`config.mk`:
```
export PLATFORM = sky130hd
export DESIGN_NAME = oms_register_bank
export DESIGN_NICKNAME = d
export VERILOG_FILES = /design/src/core/oms_motion_mirror.v /design/src/core/oms_register_bank.v
export VERILOG_INCLUDE_DIRS = /design/src /design/src/pkg
export SDC_FILE = /design/constraint.sdc
export NUM_CORES = 1
export LEC_CHECK = 0
export BUFFER_PORTS_ARGS = -buffer_cell sky130_fd_sc_hd__buf_2
export CAP_MARGIN = 0
export CORE_ASPECT_RATIO = 1.4
export CORE_UTILIZATION = 47
export DETAILED_ROUTE_END_ITERATION = 8
export GPL_ROUTABILITY_DRIVEN = 0
export GPL_TIMING_DRIVEN = 0
export PLACE_DENSITY = 0.77
export SYNTH_ARGS = -nofsm -noshare
export SYNTH_HDL_FRONTEND = slang
export SYNTH_HIERARCHICAL = 1
export SYNTH_SLANG_ARGS = --single-unit
```
`constraint.sdc`:
```
create_clock -name sys_clk -period 1.7 [get_ports sys_clk]
set_input_delay 0.17 -clock sys_clk [delete_from_list [all_inputs] [get_ports sys_clk]]
set_output_delay 0.17 -clock sys_clk [all_outputs]
set_load 0.005 [all_outputs]
```
`src/pkg/oms_regs.vh`:
```
/*
 register map constants of the mouse sensor test register bank.
 assumes inclusion by bare name from design files; definitions only.
*/
`ifndef OMS_REGS_VH
`define OMS_REGS_VH
`define OMS_ADDR_PRODUCT_IDENTIFIER 8'h00
`define OMS_ADDR_SILICON_REVISION 8'h01
`define OMS_ADDR_BUTTON_STATUS 8'h02
`define OMS_ADDR_MOTION_X_LOW 8'h03
`define OMS_ADDR_MOTION_Y_LOW 8'h04
`define OMS_ADDR_MOTION_XY_HIGH 8'h05
`define OMS_ADDR_WHEEL_COUNT 8'h06
`define OMS_ADDR_SURFACE_QUALITY 8'h07
`define OMS_ADDR_EXPOSURE_HIGH 8'h08
`define OMS_ADDR_EXPOSURE_LOW 8'h09
`define OMS_ADDR_PIXEL_MAXIMUM 8'h0A
`define OMS_ADDR_PIXEL_ACCUMULATION 8'h0B
`define OMS_ADDR_PIXEL_MINIMUM 8'h0C
`define OMS_ADDR_PIXEL_CAPTURE 8'h0D
`define OMS_ADDR_INVERTED_REVISION 8'h40
`define OMS_ADDR_NVM_CLOCK_SETTING 8'h42
`define OMS_ADDR_NVM_CONFIGURATION 8'h51
`define OMS_ADDR_NVM_ADDRESS 8'h52
`define OMS_ADDR_NVM_WRITE_DATA 8'h53
`define OMS_ADDR_NVM_CONTROL 8'h54
`define OMS_ADDR_NVM_RUN_STATUS 8'h56
`define OMS_ADDR_NVM_CONTROL_STATUS 8'h58
`define OMS_ADDR_USE_PROGRAMMED 8'hDF
`define OMS_ADDR_RESOLUTION 8'hE0
`define OMS_ADDR_PRODUCT_CODE_HI 8'hE2
`define OMS_ADDR_PRODUCT_CODE_LO 8'hE3
`define OMS_ADDR_VENDOR_CODE_HI 8'hE4
`define OMS_ADDR_VENDOR_CODE_LO 8'hE5
`define OMS_ADDR_PROGRAMMING_LOCK 8'hE8
// reset values
`define OMS_RST_ZERO 8'h00
`define OMS_RST_EXPOSURE_LOW 8'h32
`define OMS_RST_RESOLUTION 8'h04
// identity values: arbitrary, neutral
`define OMS_PRODUCT_ID_VALUE 8'h5A
`define OMS_SILICON_REV_VALUE 8'h03
`define OMS_PRODUCT_CODE_RESET 16'h1234
`define OMS_VENDOR_CODE_RESET 16'hABCD
// field layout
`define OMS_BUTTON_MSB 2
`define OMS_DELTA_MSB 11
`define OMS_DELTA_LOW_MSB 7
`define OMS_DELTA_HIGH_LSB 8
`endif

```
`src/core/oms_motion_mirror.v`:
```
/*
 motion mirror: captures the last reported delta x/y (12-bit two's complement)
 and holds y-low and xy-high at zero until the first x-low read after reset.
 assumes report strobe and read strobes synchronous to sys_clk.
*/
`include "oms_regs.vh"

module oms_motion_mirror (
    // clock and reset
    input wire sys_clk,
    input wire srst,
    // motion report side
    input wire report_load,
    input wire [11:0] report_dx,
    input wire [11:0] report_dy,
    // read side
    input wire read_x_low,
    input wire read_y_or_high,
    output reg [7:0] x_low_reg,
    output reg [7:0] y_low_reg,
    output reg [7:0] xy_high_reg
);

reg [11:0] dx_reg;
reg [11:0] dy_reg;
reg armed_reg;
wire armed_now;
wire [11:0] dx_now;
wire [11:0] dy_now;

// next-state view, so a y/high read right after the x-low read is already served
assign armed_now = armed_reg || read_x_low;
assign dx_now = report_load ? report_dx : dx_reg;
assign dy_now = report_load ? report_dy : dy_reg;

////////////////////////////////////////////////////////////////////////
always @(posedge sys_clk) begin
    if (srst) begin
        dx_reg <= 12'h000;
        dy_reg <= 12'h000;
        armed_reg <= 1'b0;
        x_low_reg <= `OMS_RST_ZERO;
        y_low_reg <= `OMS_RST_ZERO;
        xy_high_reg <= `OMS_RST_ZERO;
    end else begin
        if (report_load) begin
            // values already scaled and signed by the report path
            dx_reg <= report_dx;
            dy_reg <= report_dy;
        end
        x_low_reg <= dx_now[`OMS_DELTA_LOW_MSB:0];
        if (read_x_low) begin
            armed_reg <= 1'b1;
        end
        // without a prior x-low read the pair reads zero
        y_low_reg <= armed_now ? dy_now[`OMS_DELTA_LOW_MSB:0] : `OMS_RST_ZERO;
        xy_high_reg <= armed_now ? {dx_now[`OMS_DELTA_MSB:`OMS_DELTA_HIGH_LSB],
                                    dy_now[`OMS_DELTA_MSB:`OMS_DELTA_HIGH_LSB]} : `OMS_RST_ZERO;
        if (read_y_or_high && !read_x_low) begin
            armed_reg <= armed_reg;
        end
    end
end

endmodule

```
`src/core/oms_register_bank.v`:
```
/*
 test and configuration register bank reached by vendor register requests
 from the usb endpoint logic: one-cycle read or write strobe, 8-bit address,
 8-bit data; read data is registered one cycle later.
 assumes the usb core decodes requests and signals bus reset; supply loss
 arrives as a level from the power monitor.
*/
// Functional notes
// - register map reachable by host over usb
// - supply low or bus reset disables access
// - offset zero returns fixed product identifier
// - read-only 8-bit silicon revision code
// - buttons three two one in bits 2..0
// - x-low mirrors last reported delta x
// - deltas two's complement, scaled by resolution
// - product id, revision, status, motion read-only; nvm config, resolution, usb codes, lock writable
// - x-low read first else y/high zero
`include "oms_regs.vh"

module oms_register_bank (
    // clock and reset
    input wire sys_clk,
    input wire srst,
    // access disable sources
    input wire main_supply_ok,
    input wire usb_bus_reset,
    // register request from usb endpoint
    input wire reg_read,
    input wire reg_write,
    input wire [7:0] reg_addr,
    input wire [7:0] reg_wdata,
    // register answer
    output reg [7:0] reg_rdata,
    output reg reg_rvalid,
    output reg reg_access_en,
    // debounced buttons
    input wire first_button_flag,
    input wire second_button_flag,
    input wire third_button_flag,
    // motion report path
    input wire report_load,
    input wire [11:0] report_dx,
    input wire [11:0] report_dy,
    input wire [7:0] wheel_in,
    // image statistics
    input wire [7:0] surface_quality_in,
    input wire [15:0] exposure_in,
    input wire [7:0] pixel_maximum_in,
    input wire [7:0] pixel_accumulation_in,
    input wire [7:0] pixel_minimum_in,
    input wire [7:0] pixel_capture_in,
    // nvm engine status
    input wire [7:0] nvm_run_status_in,
    input wire [7:0] nvm_control_status_in,
    // configuration out
    output reg [7:0] resolution_setting,
    output reg [7:0] use_programmed_settings,
    output reg [15:0] usb_product_code,
    output reg [15:0] usb_vendor_code,
    output reg [7:0] programming_lock,
    output reg [7:0] nvm_clock_setting,
    output reg [7:0] nvm_configuration,
    output reg [7:0] nvm_address,
    output reg [7:0] nvm_write_data,
    output reg [7:0] nvm_control
);

wire rd_ok;
wire wr_ok;
wire [7:0] x_low;
wire [7:0] y_low;
wire [7:0] xy_high;
reg [7:0] button_state_reg;
reg [7:0] rdata_next;
reg stats_valid_reg;

// access blocked while supply low or in usb reset
assign rd_ok = reg_read && main_supply_ok && !usb_bus_reset;
assign wr_ok = reg_write && main_supply_ok && !usb_bus_reset;

function is_addr;
    input [7:0] a;
    input [7:0] b;
    begin
        is_addr = (a == b);
    end
endfunction

////////////////////////////////////////////////////////////////////////
oms_motion_mirror u_mirror (
    .sys_clk(sys_clk),
    .srst(srst),
    .report_load(report_load),
    .report_dx(report_dx),
    .report_dy(report_dy),
    .read_x_low(rd_ok && is_addr(reg_addr, `OMS_ADDR_MOTION_X_LOW)),
    .read_y_or_high(rd_ok && (is_addr(reg_addr, `OMS_ADDR_MOTION_Y_LOW) ||
                              is_addr(reg_addr, `OMS_ADDR_MOTION_XY_HIGH))),
    .x_low_reg(x_low),
    .y_low_reg(y_low),
    .xy_high_reg(xy_high)
);

////////////////////////////////////////////////////////////////////////
// buttons sampled once a cycle; reserved bits stay zero
always @(posedge sys_clk) begin
    if (srst) begin
        button_state_reg <= `OMS_RST_ZERO;
        stats_valid_reg <= 1'b0;
    end else begin
        button_state_reg <= {5'h00, third_button_flag, second_button_flag, first_button_flag};
        stats_valid_reg <= 1'b1;
    end
end

////////////////////////////////////////////////////////////////////////
// read mux: unmapped space reads zero
always @* begin
    rdata_next = `OMS_RST_ZERO;
    case (reg_addr)
        `OMS_ADDR_PRODUCT_IDENTIFIER: rdata_next = `OMS_PRODUCT_ID_VALUE;
        `OMS_ADDR_SILICON_REVISION: rdata_next = `OMS_SILICON_REV_VALUE;
        `OMS_ADDR_BUTTON_STATUS: rdata_next = button_state_reg;
        `OMS_ADDR_MOTION_X_LOW: rdata_next = x_low;
        `OMS_ADDR_MOTION_Y_LOW: rdata_next = y_low;
        `OMS_ADDR_MOTION_XY_HIGH: rdata_next = xy_high;
        `OMS_ADDR_WHEEL_COUNT: rdata_next = wheel_in;
        `OMS_ADDR_SURFACE_QUALITY: rdata_next = surface_quality_in;
        `OMS_ADDR_EXPOSURE_HIGH: rdata_next = exposure_in[15:8];
        // stats inputs may be junk right after reset, so exposure low alone shows its reset value through the first cycle out of srst
        `OMS_ADDR_EXPOSURE_LOW: rdata_next = stats_valid_reg ? exposure_in[7:0] : `OMS_RST_EXPOSURE_LOW;
        `OMS_ADDR_PIXEL_MAXIMUM: rdata_next = {1'b0, pixel_maximum_in[6:0]};
        `OMS_ADDR_PIXEL_ACCUMULATION: rdata_next = pixel_accumulation_in;
        `OMS_ADDR_PIXEL_MINIMUM: rdata_next = pixel_minimum_in;
        `OMS_ADDR_PIXEL_CAPTURE: rdata_next = pixel_capture_in;
        `OMS_ADDR_INVERTED_REVISION: rdata_next = ~`OMS_SILICON_REV_VALUE;
        `OMS_ADDR_NVM_CLOCK_SETTING: rdata_next = nvm_clock_setting;
        `OMS_ADDR_NVM_CONFIGURATION: rdata_next = nvm_configuration;
        `OMS_ADDR_NVM_ADDRESS: rdata_next = nvm_address;
        `OMS_ADDR_NVM_WRITE_DATA: rdata_next = nvm_write_data;
        `OMS_ADDR_NVM_CONTROL: rdata_next = nvm_control;
        `OMS_ADDR_NVM_RUN_STATUS: rdata_next = nvm_run_status_in;
        `OMS_ADDR_NVM_CONTROL_STATUS: rdata_next = nvm_control_status_in;
        `OMS_ADDR_USE_PROGRAMMED: rdata_next = use_programmed_settings;
        `OMS_ADDR_RESOLUTION: rdata_next = resolution_setting;
        `OMS_ADDR_PRODUCT_CODE_HI: rdata_next = usb_product_code[15:8];
        `OMS_ADDR_PRODUCT_CODE_LO: rdata_next = usb_product_code[7:0];
        `OMS_ADDR_VENDOR_CODE_HI: rdata_next = usb_vendor_code[15:8];
        `OMS_ADDR_VENDOR_CODE_LO: rdata_next = usb_vendor_code[7:0];
        `OMS_ADDR_PROGRAMMING_LOCK: rdata_next = programming_lock;
        default: rdata_next = `OMS_RST_ZERO;
    endcase
end

////////////////////////////////////////////////////////////////////////
// answer path; reads served only while access is enabled
always @(posedge sys_clk) begin
    if (srst) begin
        reg_rdata <= `OMS_RST_ZERO;
        reg_rvalid <= 1'b0;
        reg_access_en <= 1'b0;
    end else begin
        reg_access_en <= main_supply_ok && !usb_bus_reset;
        reg_rvalid <= rd_ok;
        if (rd_ok) begin
            reg_rdata <= rdata_next;
        end
    end
end

////////////////////////////////////////////////////////////////////////
// writable registers; writes to read-only offsets fall through
always @(posedge sys_clk) begin
    if (srst || usb_bus_reset) begin
        // bus reset returns configuration to defaults as a usb reset would
        nvm_clock_setting <= `OMS_RST_ZERO;
        nvm_configuration <= `OMS_RST_ZERO;
        nvm_address <= `OMS_RST_ZERO;
        nvm_write_data <= `OMS_RST_ZERO;
        nvm_control <= `OMS_RST_ZERO;
        use_programmed_settings <= `OMS_RST_ZERO;
        resolution_setting <= `OMS_RST_RESOLUTION;
        usb_product_code <= `OMS_PRODUCT_CODE_RESET;
        usb_vendor_code <= `OMS_VENDOR_CODE_RESET;
        programming_lock <= `OMS_RST_ZERO;
    end else if (wr_ok) begin
        case (reg_addr)
            `OMS_ADDR_NVM_CLOCK_SETTING: nvm_clock_setting <= reg_wdata;
            `OMS_ADDR_NVM_CONFIGURATION: nvm_configuration <= reg_wdata;
            `OMS_ADDR_NVM_ADDRESS: nvm_address <= reg_wdata;
            `OMS_ADDR_NVM_WRITE_DATA: nvm_write_data <= reg_wdata;
            `OMS_ADDR_NVM_CONTROL: nvm_control <= reg_wdata;
            `OMS_ADDR_USE_PROGRAMMED: use_programmed_settings <= reg_wdata;
            `OMS_ADDR_RESOLUTION: resolution_setting <= reg_wdata;
            `OMS_ADDR_PRODUCT_CODE_HI: usb_product_code[15:8] <= reg_wdata;
            `OMS_ADDR_PRODUCT_CODE_LO: usb_product_code[7:0] <= reg_wdata;
            `OMS_ADDR_VENDOR_CODE_HI: usb_vendor_code[15:8] <= reg_wdata;
            `OMS_ADDR_VENDOR_CODE_LO: usb_vendor_code[7:0] <= reg_wdata;
            `OMS_ADDR_PROGRAMMING_LOCK: programming_lock <= reg_wdata;
            default: programming_lock <= programming_lock;
        endcase
    end
end

endmodule

```
==> summary.txt <==
Outcome
  • Result of the run: finished, violations left
  • Failing checks: negative hold slack, negative setup slack

Power and ir drop
  • Switching power share of the total: 28.6%
  • P per Cell Area: slightly above 800 nW/µm²
  • IR drop worst, VDD: roughly 0.00072 V
  • Clock network power share: between 40% and 50%
  • Reg power frac: a little over two fifths
  • Leakage: about 4.2 nW
  • Int Pwr: around 5.9 mW
  • Combinational Power Share: 11.3%
  • Total design power: 8.27 mW
  • Reported net switching power: approximately 2.4 mW

Clock network
  • CTS H-tree depth: 4
  • Buffer type at the clock tree root: clkbuf_16
  • TritonCTS clock tree: done
  • Post-CTS clock slew at the launch and capture registers of the worst setup and hold paths: around 70 ps
  • Clock sink total: around 150
  • Clock latency on the worst-skew pair: ~430 ps
  • Clock buffers created by TritonCTS: 17
  • Max clock buf depth: 2

Die
  • Number of placement rows: 55
  • Area of the die: approximately 17000 µm²
  • Floorplan Core Area: around 16000 µm²
  • IO Pins: between 200 and 250
  • Chip width: 110 µm
  • Vert. Die Dim: approximately 150 µm
  • Initial standard-cell utilization of the core: ~48%

Placement
  • Buffers added on ports: about 230
  • HPWL reported at the end of detailed placement: 25200 µm
  • Post-placement setup slack: -684 ps

Global routing
  • Tot GR Track Use: 41.6%
  • Initial antenna violation count: 1
  • Number of global-route vias before repair: between 8000 and 9000
  • First-pass GRT wire length: ~50000 µm
  • Largest net degree at the start of global routing: 17
  • Total global routing overflow: 0

Final layout
  • Number of nets in the layout: 1284
  • Fraction of final layout cells sized beyond drive strength 1: 33.8%
  • Total inserted antenna cells: 0
  • Most frequent standard cell in the layout excluding fill and tap cells: buf_2
  • Area added between synthesis and finish: 31.6%
  • Most frequent cells in the layout: 247 x buf_2, 148 x dfxtp_1, 107 x nand2_1

STA
  • Hold Fails Final Rpt: 1
  • Minimum hold slack: -0.533 ps
  • Max_slew headroom: between 30% and 40%
  • Final worst-path setup slack: -356 ps
  • Finish-stage setup viols: 14
  • Final setup skew: a little under 9 ps
  • Maximum clock frequency: between 400 and 500 MHz
  • RSZ-0062 raised after global routing: yes
  • Slew at the pin with the worst max-slew slack: between 900 and 1000 ps
  • Final min period: about 2000 ps
  • Period Utilization, post-route: 121%
  • Final Slew Violations: 0

Detailed routing
  • Vias after detailed routing: slightly below 9000
  • Vias per inst: about 6.5
  • DRT iter0 DRCs: around 1500
  • DRC violation count after routing: 0
  • Average wire per standard cell: roughly 26 µm
  • Number of iterations in the first detailed-routing pass: 8
  • Final ANT Viol Nets: 0
  • Sum of routed wire length over all layers: 35400 µm

Worst setup path
  • Slowest stage cell, crit path: o211ai_1
  • Critical-path cell list: and3b_1 > o211ai_1 > o2111ai_1 > nor4_2 > o2111a_1 > o21ai_1
  • Maximum fanout along the worst path: 1
  • Class of the most critical setup path: register to register
  • Data required time of the critical path: 2010 ps
  • Crit. End Element: register
  • Arrival time reported for the critical path endpoint: around 2400 ps
  • Peak per-stage delay on the critical path: between 500 and 600 ps
  • Critical Path Start Type: register

Logic synthesis
  • Synth Instances: between 800 and 900
  • Post-synth net total: 1009
  • Avg Cell Area, Syn: between 8 and 9 µm²
  • Netlist area before placement: 7700 µm²
  • Total number of yosys warnings: 6

Flow run
  • Max-cap violations: 0

Worst hold path
  • Worst hold-check path type: input port to register
[layout make-up]
type | count | area, µm²
clock buffers | 18 | 439
repair buffers | 259 | 1430
fillers | 1352 | 5970
well taps | 199 | 249
clock inverters | 14 | 131
inverters | 9 | 33.8
plain buffers | 85 | 606
flip-flops and latches | 151 | 3030
multi-input cells | 631 | 4220
[final timing paths]
check	from	to	slack, ps	cells past startpoint
max	button_state_reg[0]$_SDFF_PP0_	reg_rdata[0]$_SDFFE_PP0P_	-360	6
min	report_dx[9]	u_mirror/dx_reg[9]$_SDFF_PP0_	-0.5	3
max reg2reg	button_state_reg[0]$_SDFF_PP0_	reg_rdata[0]$_SDFFE_PP0P_	-360	6
min reg2reg	reg_rdata[7]$_SDFFE_PP0P_	reg_rdata[7]$_SDFFE_PP0P_	480	2
[routing by layer]
metal | vias to the layer above | share of wire [%] | track usage [%]
li1 | 3718 | - | -
met1 | 4038 | 32 | 47.9
met2 | 877 | 43 | 60.7
met3 | 276 | 15 | 16.2
met4 | 2 | 9.9 | 32.0
met5 | - | 0.13 | 2.17
[worst max-delay path: cells and delay by family, from the launching register on]
family,cells,cell delay (ps)
and+or+nand+nor,2,520
AOI/OAI and AO/OA,4,1100
DFF,1,300
[power groups by stage]
stage / Sequential (mW) / Clock, mW / Combinational [mW]
after floorplan: 3.67 / 0 / 0.440
after global placement: 3.67 / 0 / 0.820
after detailed placement: 3.67 / 0 / 0.820
after CTS: 3.59 / 3.70 / 0.855
after global routing: 3.59 / 3.87 / 0.957
final: 3.59 / 3.74 / 0.938
[timing repair]
item,in CTS,in global routing
gates resized for setup,8,40
buffers inserted,5,9
endpoints found under the setup margin,32,73
pin swaps,3,10
hold buffers,14,0
cloned,0,0
endpoints found under the hold margin,15,0
[stage by stage]
| step | utilization [%] | instances | area [µm²] | TNS, ps | hold slack (ps) |
|---|---|---|---|---|---|
| 2_1_floorplan | - | 879 | 7700 | 0 | 242 |
| 3_3_place_gp | 56.6 | 1309 | 9110 | -43590 | 385 |
| 3_5_place_dp | 56.6 | 1309 | 9110 | -45140 | 391 |
| 4_1_cts | 61.5 | 1358 | 9900 | -25.0 | 2.07 |
| 5_1_grt | 62.9 | 1366 | 10100 | -1960 | 25.0 |
| 6_report | 62.9 | 1366 | 10100 | -2120 | -0.533 |
(Power assumes the default switching activity.)
